$ cat config.mk
export PLATFORM = sky130hd
export DESIGN_NAME = txmux_top
export DESIGN_NICKNAME = d
export VERILOG_FILES = /design/src/rtl/txmux_fifo.v /design/src/rtl/txmux_top.v
export VERILOG_INCLUDE_DIRS = /design/src /design/src/rtl
export SDC_FILE = /design/constraint.sdc
export NUM_CORES = 1
export LEC_CHECK = 0
export BUFFER_PORTS_ARGS = -buffer_cell sky130_fd_sc_hd__buf_2
export CORE_UTILIZATION = 25
export DETAILED_ROUTE_END_ITERATION = 12
export GPL_TIMING_DRIVEN = 0
export SKIP_LAST_GASP = 1
export SYNTH_ARGS = -nofsm -noshare
export SYNTH_HDL_FRONTEND = slang
export SYNTH_SLANG_ARGS = --single-unit
$ cat constraint.sdc
create_clock -name clk_in -period 7.95 [get_ports clk_in]
set_input_delay 0.3975 -clock clk_in [delete_from_list [all_inputs] [get_ports clk_in]]
set_output_delay 0.3975 -clock clk_in [all_outputs]
set_load 0.1 [all_outputs]
$ cat src/rtl/txmux_map.vh
`ifndef TXMUX_MAP_VH
`define TXMUX_MAP_VH
// Operating modes when the add bus is disabled.
`define TXMUX_MODE_HDLC 1'b0
`define TXMUX_MODE_CLEAR 1'b1
// Position of the shared pin within the byte buses.
`define TXMUX_BIT_IDX 3'h6
// Byte-rate clock divider: half period of the HDLC byte clock in cycles of clk_in.
`define TXMUX_HDLC_HALF 8'h04
// Overhead spacing in payload bits (clear-channel mode).
`define TXMUX_OH_PERIOD 8'h54
`define TXMUX_FIFO_AW 2
`define TXMUX_FIFO_DEPTH 4
`endif

$ cat src/rtl/txmux_fifo.v
`default_nettype none
module txmux_fifo #(
  parameter WIDTH = 2,
  parameter DEPTH = 4,
  parameter AW = 2
) (
  input wire clk_in,
  input wire reset_in,
  input wire in_valid_in,
  output wire in_ready_out,
  input wire [WIDTH-1:0] in_data_in,
  output wire out_valid_out,
  input wire out_ready_in,
  output wire [WIDTH-1:0] out_data_out
);
  reg [WIDTH-1:0] mem_r [0:DEPTH-1];
  reg [AW-1:0] wr_ptr_r;
  reg [AW-1:0] rd_ptr_r;
  reg [AW:0] count_r;
  wire push;
  wire pop;
  assign in_ready_out = (count_r != DEPTH[AW:0]);
  assign out_valid_out = (count_r != {(AW+1){1'b0}});
  assign out_data_out = mem_r[rd_ptr_r];
  assign push = in_valid_in & in_ready_out;
  assign pop = out_valid_out & out_ready_in;
  always @(posedge clk_in)
  begin
    if (push)
    begin
      mem_r[wr_ptr_r] <= in_data_in;
    end
  end
  always @(posedge clk_in)
  begin
    if (reset_in)
    begin
      wr_ptr_r <= {AW{1'b0}};
      rd_ptr_r <= {AW{1'b0}};
      count_r <= {(AW+1){1'b0}};
    end
    else
    begin
      if (push)
      begin
        wr_ptr_r <= (wr_ptr_r == DEPTH[AW-1:0] - 1'b1) ? {AW{1'b0}} : wr_ptr_r + 1'b1;
      end
      if (pop)
      begin
        rd_ptr_r <= (rd_ptr_r == DEPTH[AW-1:0] - 1'b1) ? {AW{1'b0}} : rd_ptr_r + 1'b1;
      end
      if (push & ~pop)
      begin
        count_r <= count_r + 1'b1;
      end
      else if (pop & ~push)
      begin
        count_r <= count_r - 1'b1;
      end
    end
  end
endmodule // txmux_fifo
`default_nettype wire

$ cat src/rtl/txmux_top.v
// Behaviour
// - The add-bus enable picks the pin role first; otherwise the operating mode picks HDLC byte or serial payload.
// - With the add bus on, the pin is bit 6 of the add bus and is latched on the falling add-bus clock edge.
// - In HDLC mode the pin is bit 6 of the byte-wide transmit input bus, bits 7 down to 0.
// - In HDLC mode the block drives a byte-rate transmit clock out to the terminal equipment.
// - In HDLC mode the pin and the other seven byte bits are sampled on the rising edge of that clock output.
// - In clear-channel mode the pin is sampled on each rising edge of the payload input clock.
// - In clear-channel mode an overhead warning pulses two bits early; the next bit is still taken and the one after it is ignored.
`default_nettype none
`include "txmux_map.vh"
module txmux_top #(
  parameter OH_PERIOD = `TXMUX_OH_PERIOD,
  parameter HDLC_HALF = `TXMUX_HDLC_HALF
) (
  input wire clk_in,
  input wire reset_in,
  input wire add_bus_enable_in,
  input wire clear_mode_in,
  input wire add_bus_ch2_clock,
  input wire [7:0] add_bus_ch2_in,
  input wire [7:0] hdlc_tx_byte_ch2_in,
  input wire payload_in_clock,
  input wire data_ready_in,
  output reg hdlc_tx_byte_clock_ch2_out,
  output reg overhead_warn_out,
  output reg data_valid_out,
  output reg [1:0] data_kind_out,
  output reg [7:0] data_byte_out
);
  // Kind codes as shown on the data kind output.
  localparam KIND_ADD = 2'h0;
  localparam KIND_HDLC = 2'h1;
  localparam KIND_SERIAL = 2'h2;
  reg [7:0] add_s1_r;
  reg [7:0] add_s2_r;
  reg [7:0] hd_s1_r;
  reg [7:0] hd_s2_r;
  reg [1:0] ck_s1_r;
  reg [1:0] ck_s2_r;
  reg [1:0] ck_prev_r;
  reg [1:0] cfg_s1_r;
  reg [1:0] cfg_s2_r;
  reg [7:0] div_r;
  reg [7:0] oh_cnt_r;
  reg [7:0] ser_sh_r;
  reg [2:0] ser_cnt_r;
  reg oh_skip_r;
  reg [9:0] f_in_data;
  reg f_in_valid;
  wire f_in_ready;
  wire f_out_valid;
  wire [9:0] f_out_data;
  wire add_fall;
  wire pay_rise;
  wire hdlc_rise;
  wire [7:0] ser_nxt;
  reg [1:0] mode_sel;
  // Pin role select. The role straps pass the same two stages as the pins; a role change is
  // only clean while reset is held, since words already buffered keep the kind they were taken with.
  // add bus wins, then mode
  always @*
  begin
    if (cfg_s2_r[0])
    begin
      mode_sel = KIND_ADD;
    end
    else if (cfg_s2_r[1] == `TXMUX_MODE_CLEAR)
    begin
      mode_sel = KIND_SERIAL;
    end
    else
    begin
      mode_sel = KIND_HDLC;
    end
  end
  // Edges are found on the second synchroniser stage, so every pin edge is acted on about three
  // cycles late; the data buses pass the same two stages and so stay aligned with the edges.
  // falling add clock edge
  assign add_fall = ck_prev_r[0] & ~ck_s2_r[0];
  assign pay_rise = ~ck_prev_r[1] & ck_s2_r[1];
  // The byte taken at the rising edge of the byte clock is the bus as it stood two cycles earlier;
  // the terminal changes it at the falling edge, half a byte period before, so the lag is harmless.
  // rising edge of own clock
  assign hdlc_rise = (div_r == HDLC_HALF - 8'h01) & ~hdlc_tx_byte_clock_ch2_out;
  assign ser_nxt = {ser_sh_r[6:0], add_s2_r[`TXMUX_BIT_IDX]};
  // Two-stage synchronisers for everything from the terminal side; unreset, they flush in two cycles.
  always @(posedge clk_in)
  begin
    cfg_s1_r <= {clear_mode_in, add_bus_enable_in};
    cfg_s2_r <= cfg_s1_r;
    add_s1_r <= add_bus_ch2_in;
    add_s2_r <= add_s1_r;
    hd_s1_r <= hdlc_tx_byte_ch2_in;
    hd_s2_r <= hd_s1_r;
    ck_s1_r <= {payload_in_clock, add_bus_ch2_clock};
    ck_s2_r <= ck_s1_r;
  end
  always @*
  begin
    f_in_valid = 1'b0;
    f_in_data = {KIND_ADD, add_s2_r};
    case (mode_sel)
      KIND_ADD:
      begin
        f_in_valid = add_fall;
      end
      KIND_HDLC:
      begin
        f_in_valid = hdlc_rise;
        f_in_data = {KIND_HDLC, hd_s2_r};
      end
      KIND_SERIAL:
      begin
        // The bit counter passes skipped overhead bits untouched, so a word may straddle overhead.
        // eight serial bits form a word
        f_in_valid = pay_rise & ~oh_skip_r & (ser_cnt_r == 3'h7);
        f_in_data = {KIND_SERIAL, ser_nxt};
      end
      default:
      begin
        f_in_valid = 1'b0;
      end
    endcase
  end
  always @(posedge clk_in)
  begin
    if (reset_in)
    begin
      ck_prev_r <= 2'h0;
      div_r <= 8'h00;
      hdlc_tx_byte_clock_ch2_out <= 1'b0;
      oh_cnt_r <= 8'h00;
      ser_sh_r <= 8'h00;
      ser_cnt_r <= 3'h0;
      oh_skip_r <= 1'b0;
      overhead_warn_out <= 1'b0;
    end
    else
    begin
      ck_prev_r <= ck_s2_r;
      // Stalling the divider while the clock is low holds back the next rising edge, so a full
      // buffer never loses an HDLC byte; the add bus and the serial input cannot be throttled
      // and drop words instead.
      // byte clock divider, held while the clock is low and the buffer is full
      if (mode_sel == KIND_HDLC && (f_in_ready || hdlc_tx_byte_clock_ch2_out))
      begin
        if (div_r == HDLC_HALF - 8'h01)
        begin
          div_r <= 8'h00;
          hdlc_tx_byte_clock_ch2_out <= ~hdlc_tx_byte_clock_ch2_out;
        end
        else
        begin
          div_r <= div_r + 8'h01;
        end
      end
      else if (mode_sel != KIND_HDLC)
      begin
        div_r <= 8'h00;
        hdlc_tx_byte_clock_ch2_out <= 1'b0;
      end
      if (mode_sel == KIND_SERIAL && pay_rise)
      begin
        // The warning is raised two bits ahead of the overhead bit, so it stands for the whole
        // bit period just before it.
        // warn ahead, then skip the overhead bit
        oh_cnt_r <= (oh_cnt_r == OH_PERIOD - 8'h01) ? 8'h00 : oh_cnt_r + 8'h01;
        overhead_warn_out <= (oh_cnt_r == OH_PERIOD - 8'h03);
        oh_skip_r <= (oh_cnt_r == OH_PERIOD - 8'h02);
        if (!oh_skip_r)
        begin
          ser_sh_r <= ser_nxt;
          ser_cnt_r <= ser_cnt_r + 3'h1;
        end
      end
      else if (mode_sel != KIND_SERIAL)
      begin
        oh_cnt_r <= 8'h00;
        ser_cnt_r <= 3'h0;
        oh_skip_r <= 1'b0;
        overhead_warn_out <= 1'b0;
      end
    end
  end
  // The buffer is ten bits wide so that the kind code travels with its byte.
  txmux_fifo #(
    .WIDTH(10),
    .DEPTH(`TXMUX_FIFO_DEPTH),
    .AW(`TXMUX_FIFO_AW)
  ) u_fifo (
    .clk_in(clk_in),
    .reset_in(reset_in),
    .in_valid_in(f_in_valid),
    .in_ready_out(f_in_ready),
    .in_data_in(f_in_data),
    .out_valid_out(f_out_valid),
    .out_ready_in(data_ready_in & ~data_valid_out),
    .out_data_out(f_out_data)
  );
  // Registered output stage; one word per handshake, ready seen while valid is low.
  // Valid drops for at least one cycle between words, so a consumer never takes a word twice.
  always @(posedge clk_in)
  begin
    if (reset_in)
    begin
      data_valid_out <= 1'b0;
      data_kind_out <= 2'h0;
      data_byte_out <= 8'h00;
    end
    else if (data_valid_out)
    begin
      data_valid_out <= 1'b0;
    end
    else if (f_out_valid && data_ready_in)
    begin
      data_valid_out <= 1'b1;
      data_kind_out <= f_out_data[9:8];
      data_byte_out <= f_out_data[7:0];
    end
  end
endmodule // txmux_top
`default_nettype wire

# ---- After elaboration in Yosys (flattened, before gate mapping)
# Memory sizes are Yosys's and may differ from the RTL's. A register that Yosys moved wholly into a read port is not among the register bits.
# Index checks and enable logic that the tools add are counted.
dict set report totals {
  reg_bits 79
  ramBits 40
  input_bits 23
  output_inout_bits 13
  mem_count 1
}
# name words word_bits read_ports rd_clocked_by_memory_dff wr line
set memory_table {}
lappend memory_table {u_fifo.mem_r 4 10 1 1 1 txmux_fifo.v:16} ;# reg [WIDTH-1:0] mem_r [0:DEPTH-1];
dict set report classes {
  n_addsub 7
  n_eq_ne 14
  muxes 26
  bitwise_logic 17
  n_reduce_logical 14
}
# op n
set op_table {}
lappend op_table {{8-bit two-way mux} 6}
lappend op_table {{8-bit by 7-bit equality test with 1-bit output (second input constant)} 3}
lappend op_table {{10-bit case mux with 2 select lines} 1}
lappend op_table {{8-bit by 1-bit adder with 8-bit output (second input constant)} 2}
lappend op_table {{3-bit two-way mux} 5}
lappend op_table {{1-bit bitwise AND} 10}
lappend op_table {{1-bit two-way mux} 9}
lappend op_table {{8-bit by 2-bit equality test with 1-bit output (second input constant)} 1}
lappend op_table {{2-bit two-way mux} 4}
lappend op_table {{2-bit AND reduction} 4}
lappend op_table {{1-bit NOT} 7}
lappend op_table {{3-bit by 1-bit adder with 3-bit output (second input constant)} 2}
lappend op_table {{2-bit equality test (second input constant)} 3}
lappend op_table {{2-bit nonzero test} 3}
lappend op_table {{2-bit by 1-bit adder with 2-bit output (second input constant)} 2}
lappend op_table {{2-bit by 1-bit inequality test with 1-bit output (second input constant)} 2}
lappend op_table {{2-bit inequality test (second input constant)} 2}
lappend op_table {{3-bit equality test (second input constant)} 1}
lappend op_table {{1-bit logical AND} 3}
lappend op_table {{3-bit inequality test (second input constant)} 1}
lappend op_table {{1-bit case mux with 3 select lines} 1}
lappend op_table {{3-bit nonzero test} 1}
lappend op_table {{3-bit by 1-bit subtractor with 3-bit output (second input constant)} 1}
lappend op_table {{2-bit by 1-bit equality test with 1-bit output (second input constant)} 1}
lappend op_table {{3 further kinds} 3}

# ---- Depth between registers and ports, before layout
dict set report logic_depth {
  ltp_word 10
  mapped_depth 10
  ltp_nobuf 10
}

# ---- By module
# From an unflattened synthesis, not the netlist that was laid out.
dict set report unflattened {
  cells_unflattened 388
  hier_area_um2 4745.8
}
# module instances cells_per_inst area_each_um2 seq_area_each_um2
set modules_own_cells {}
lappend modules_own_cells {txmux_top 1 288 2826.5 1641.6}
lappend modules_own_cells {txmux_fifo 1 100 1919.3 1381.3}

# ---- Worst setup path after synthesis
# Ideal clock, no wire load.
dict set report synth_timing {
  kind {register to register}
  startpoint {register data_valid_out}
  endpoint {register u_fifo.count_r[2]}
  arrival_time_ps 2647
  required_time_ps 7880
  slack_ps 5233
  stages_incl_launch_ff 11
  path_buffers 1
  path_cell_list {dfxtp_1 inv_1 o311a_1 inv_2 buf_2 ha_1 inv_1 fa_1 xor2_1 or3_1 a21oi_1}
}
dict set report synth_via {
  elab_chain_len 6
  word_cells_on_any_way 8
  classes_between {mux (1); bitwise (6); reduce/logical (1)}
}
# element line
set synth_lines {}
lappend synth_lines {{from (decl)} txmux_top.v:26} ;# output reg data_valid_out,
lappend synth_lines {{from (signal assigned)} txmux_top.v:206} ;# data_valid_out <= 1'b0;
lappend synth_lines {{from (signal assigned)} txmux_top.v:212} ;# data_valid_out <= 1'b0;
lappend synth_lines {{from (signal assigned)} txmux_top.v:216} ;# data_valid_out <= 1'b1;
lappend synth_lines {{1-bit NOT (no source line) *} --}
lappend synth_lines {{1-bit bitwise AND *} txmux_top.v:197} ;# .out_ready_in(data_ready_in & ~data_valid_out),
lappend synth_lines {{1-bit bitwise AND *} txmux_fifo.v:26} ;# assign pop = out_valid_out & out_ready_in;
lappend synth_lines {{1-bit NOT} txmux_fifo.v:52} ;# if (push & ~pop)
lappend synth_lines {{1-bit bitwise AND} txmux_fifo.v:52}
lappend synth_lines {{3-bit two-way mux or 2-bit nonzero test (tied branches)} --}
lappend synth_lines {{to (signal assigned)} txmux_fifo.v:40} ;# count_r <= {(AW+1){1'b0}};
lappend synth_lines {{to (signal assigned)} txmux_fifo.v:54} ;# count_r <= count_r + 1'b1;
lappend synth_lines {{to (signal assigned)} txmux_fifo.v:58} ;# count_r <= count_r - 1'b1;
lappend synth_lines {{to (decl)} txmux_fifo.v:19} ;# reg [AW:0] count_r;
# Every way passes the cells marked *; elsewhere a longest branch is shown, timed or not.
# A chain may end at the register's enable or synchronous reset.

# ---- Final worst setup path
dict set report layout_timing {
  startpoint {register div_r[0]}
  endpoint {register u_fifo.count_r[2]}
}
dict set report layout_via {
  elab_chain_len 7
  word_cells_on_any_way 9
  classes_between {eq/ne (1); mux (2); bitwise (5); reduce/logical (1)}
}
# element line
set layout_lines {}
lappend layout_lines {{from (decl)} txmux_top.v:43} ;# reg [7:0] div_r;
lappend layout_lines {{from (signal assigned)} txmux_top.v:154} ;# div_r <= div_r + 8'h01;
lappend layout_lines {{8-bit by 2-bit equality test with 1-bit output *} txmux_top.v:84} ;# assign hdlc_rise = (div_r == HDLC_HALF - 8'h01) & ~hdlc_tx_byte_clock_ch2_out;
lappend layout_lines {{1-bit bitwise AND *} txmux_top.v:84}
lappend layout_lines {{1-bit case mux with 3 select lines *} txmux_top.v:102} ;# case (mode_sel)
lappend layout_lines {{1-bit bitwise AND *} txmux_fifo.v:25} ;# assign push = in_valid_in & in_ready_out;
lappend layout_lines {{named net u_fifo.push} txmux_fifo.v:20} ;# wire push;
lappend layout_lines {{1-bit NOT} txmux_fifo.v:56} ;# else if (pop & ~push)
lappend layout_lines {{1-bit bitwise AND} txmux_fifo.v:56}
lappend layout_lines {{2-bit nonzero test (no source line)} --}
# The timed path passes the listed nets; every way through them passes the cells marked *.

==> metrics <==
status=complete, no violations; nets@finish=476; largest net degree at the start of global routing=17; Final Skew=0.006941 ns; CP max FO=7; flop2flop setup slack=5.20 ns; vias in the first global route=about 3000; synthesized area=4767 um^2; Hold Path Stages=1; row cnt=50; Seq/Total Area, Yosys=62.57%; first-pass GRT wire length=14.72 mm; WS Path Type=register to register; number of flops mapped to enable cells by yosys=40; Synth Area in Simple Gates=13.91%; DR pass1 iterations=4; # DRC=0; top-level port count=36; WP data required=slightly above 8 ns; CTS Hold Bufs=0; area grow syn2layout=21.81%; Tot Pwr=~1800 uW; worst relative slew slack=54.99%; GRT overflow=0; Hold Startpoint=add_bus_ch2_in[2]; CTS resizes=0; cell depth of the worst flop-to-flop path=10; worst skew pair latency=0.41 ns; Starting Density=25.48%; Max-Cap Viols=0; # clock sinks=129; Compound-Gate Fraction of Synth Area=~8.7%; fmax=363.0 MHz; setup bufs post-CTS=0; Post-DP HPWL=6.340 mm; Die ar.=19620 um^2; Max clock buf depth=2; Post-Syn Area per Cell=about 12 um^2; Worst Path Arrival=3.09 ns; IO Port Bufs=35; Leak=0.002129 uW; flip-flop and latch count after synthesis=129; combinational family with the most area after synthesis=simple AND/OR/NAND/NOR gates; crit share post-route=34.65%; r2r startpoint=div_r[0]; Die W=140.1 um; Die Ht=140.1 um; Synth cell types=51; adder-cell share of the synthesized area=under 10%; mux contribution to synthesized area=7.559%; Core Region=18710 um^2; total global-route track usage=9.913%; RD Place Congestion=0.7109; initial antenna violation count=0; cts bufs inserted=17; RSZ-0062 raised after global routing=no; Final min period=2.755 ns; Endpoint, Worst Hold=add_s1_r[2]; DRT iter0 DRCs=139; routed vias/inst=between 4 and 5; Final Setup Violations=0; Reg-to-Reg End=u_fifo.count_r[2]; max-slew violations=0; nature of the critical path endpoint=register; CP Launch Point=div_r[0]; CTS clk-pin slew, worst paths=0.06 ns; PwrDens=312.4 nW/um^2; post-synthesis xor/xnor area fraction=1.102%; share of cells above drive strength 1=22.30%; Max VDD drop=between 0.15 and 0.2 mV; synthesized instance count=386; asr flop ratio synth=0%; diode count=0; wire per inst=13.14 um; Startpoint Class=register; worst-margin pin slew=roughly 0.68 ns; Final ANT Viol Nets=0; DR vias=2988; root buffer cell=clkbuf_16; Fin. Hold Viols=0; final wirelength=between 9 and 10 mm; # H-tree levels=4; Synth Warn #=0; CTS tree=built; Top FF cell, synth=dfxtp_1; HP Class=input port to register; Syn Nets=422; Final TNS setup=0 ns
==> sequential cells by signal, indices dropped and copies added (netlist names), 8 cells and up <==
register	flops
u_fifo.mem_r	40
add_s1_r	8
add_s2_r	8
data_byte_out	8
div_r	8
hd_s1_r	8
hd_s2_r	8
oh_cnt_r	8
==> layout by cell type, fill, tap and decap left out, drive strengths merged, types with 2 or more instances in the layout <==
| cell type | instances |
|---|---|
| a31oi | 5 |
| nor2b | 5 |
| clkbuf | 27 |
| xor2 | 4 |
| buf | 43 |
| ha | 12 |
| nor3 | 4 |
| dfxtp | 89 |
| nand3b | 4 |
| xnor2 | 2 |
| mux2i | 12 |
| and2 | 6 |
| nor2 | 13 |
| o21ai | 12 |
| or3 | 7 |
| a22o | 4 |
| a41oi | 2 |
| nand2 | 60 |
| mux4 | 10 |
| edfxtp | 40 |
| a21oi | 32 |
| nand3 | 11 |
| inv | 21 |
| nand2b | 6 |
| a211oi | 3 |
| nor4b | 3 |
==> synth_stat cells (2+ instances only) <==
master | instances | area, um^2
a41oi_1 | 2 | 17.52
edfxtp_1 | 40 | 1201
a211oi_4 | 2 | 40.04
nor3_2 | 2 | 20.02
a31oi_1 | 4 | 25.02
xnor2_1 | 2 | 17.52
nor4b_2 | 2 | 30.03
or3_1 | 6 | 37.54
mux2i_1 | 12 | 120.1
clkbuf_1 | 7 | 26.28
inv_1 | 8 | 30.03
nand2_1 | 60 | 225.2
dfxtp_1 | 89 | 1782
nor3_1 | 2 | 10.01
o21ai_1 | 2 | 10.01
inv_2 | 2 | 7.510
a21oi_1 | 32 | 160.2
and2_1 | 6 | 37.54
nand2b_1 | 6 | 37.54
ha_1 | 12 | 150.1
xor2_1 | 4 | 35.03
a22o_1 | 4 | 35.03
nor2b_1 | 5 | 31.28
buf_4 | 2 | 15.01
nand3b_1 | 4 | 30.03
o21ai_0 | 10 | 50.05
buf_2 | 5 | 25.02
nor2_1 | 13 | 48.80
mux4_2 | 10 | 225.2
nand3_1 | 10 | 50.05
==> routing by layer <==
metal / vias to the layer above / wire (um) / track usage (%)
met1: 1436 / 4183 / 11.46
met5: - / 0 / 0
met2: 53 / 4390 / 16.50
met3: 16 / 239 / 2.701
li1: 1483 / - / -
met4: 0 / 211 / 5.784
==> final cells by class <==
type	count	area (um^2)
multi-input cells	231	1662
inverters	10	37.54
clock buffers	19	464.2
plain buffers	16	85.08
fillers	1806	12900
flip-flops and latches	129	2983
repair buffers	35	175.2
well taps	234	292.8
clock inverters	13	107.6
==> metrics by stage <==
step	hold WS, ns	util [%]	worst slack, ns	cell area, um^2	cells
CTS	0.06503	31.04	5.192	5807	687
global placement	0.3159	27.99	5.240	5235	655
floorplan	0.3096	-	5.233	4767	386
detailed placement	0.3121	27.99	5.222	5235	655
finish	0.08106	31.04	5.195	5807	687
global route	0.06536	31.04	4.996	5807	687
==> worst max-delay path by stage <==
stage                                   end  slack [ns]
after floorplan           u_fifo.count_r[2]        5.23
after detailed placement  u_fifo.count_r[2]        5.22
final                     u_fifo.count_r[2]        5.20
after CTS                 u_fifo.count_r[2]        5.19
after global placement    u_fifo.count_r[2]        5.24
after global routing      u_fifo.count_r[2]        5.00
==> critical path: stages (launching register included) <==
cell     delay [ns]
dfxtp_1        0.39
ha_1           0.23
nor4b_4        0.38
nand3_2        0.14
a31oi_4        0.26
ha_1           0.23
inv_1          0.06
fa_1           0.37
xor2_1         0.17
or3_1          0.31
a21oi_1        0.15
==> power by group <==
| group | internal, uW | switching (uW) |
|---|---|---|
| sequential | 722 | 30.1 |
| combinational | 95.8 | 226 |
| clock | 435 | 305 |
| total | 1250 | 561 |
==> cell families after synthesis <==
family                   Yosys count
multiplexers                      23
flip-flops                       129
adder cells (fa/ha/maj)           13
AND/OR/NAND/NOR                  126
buffers and inverters             26
AO/OA/AOI/OAI                     63
XOR/XNOR                           6
(Power assumes the default switching activity.)
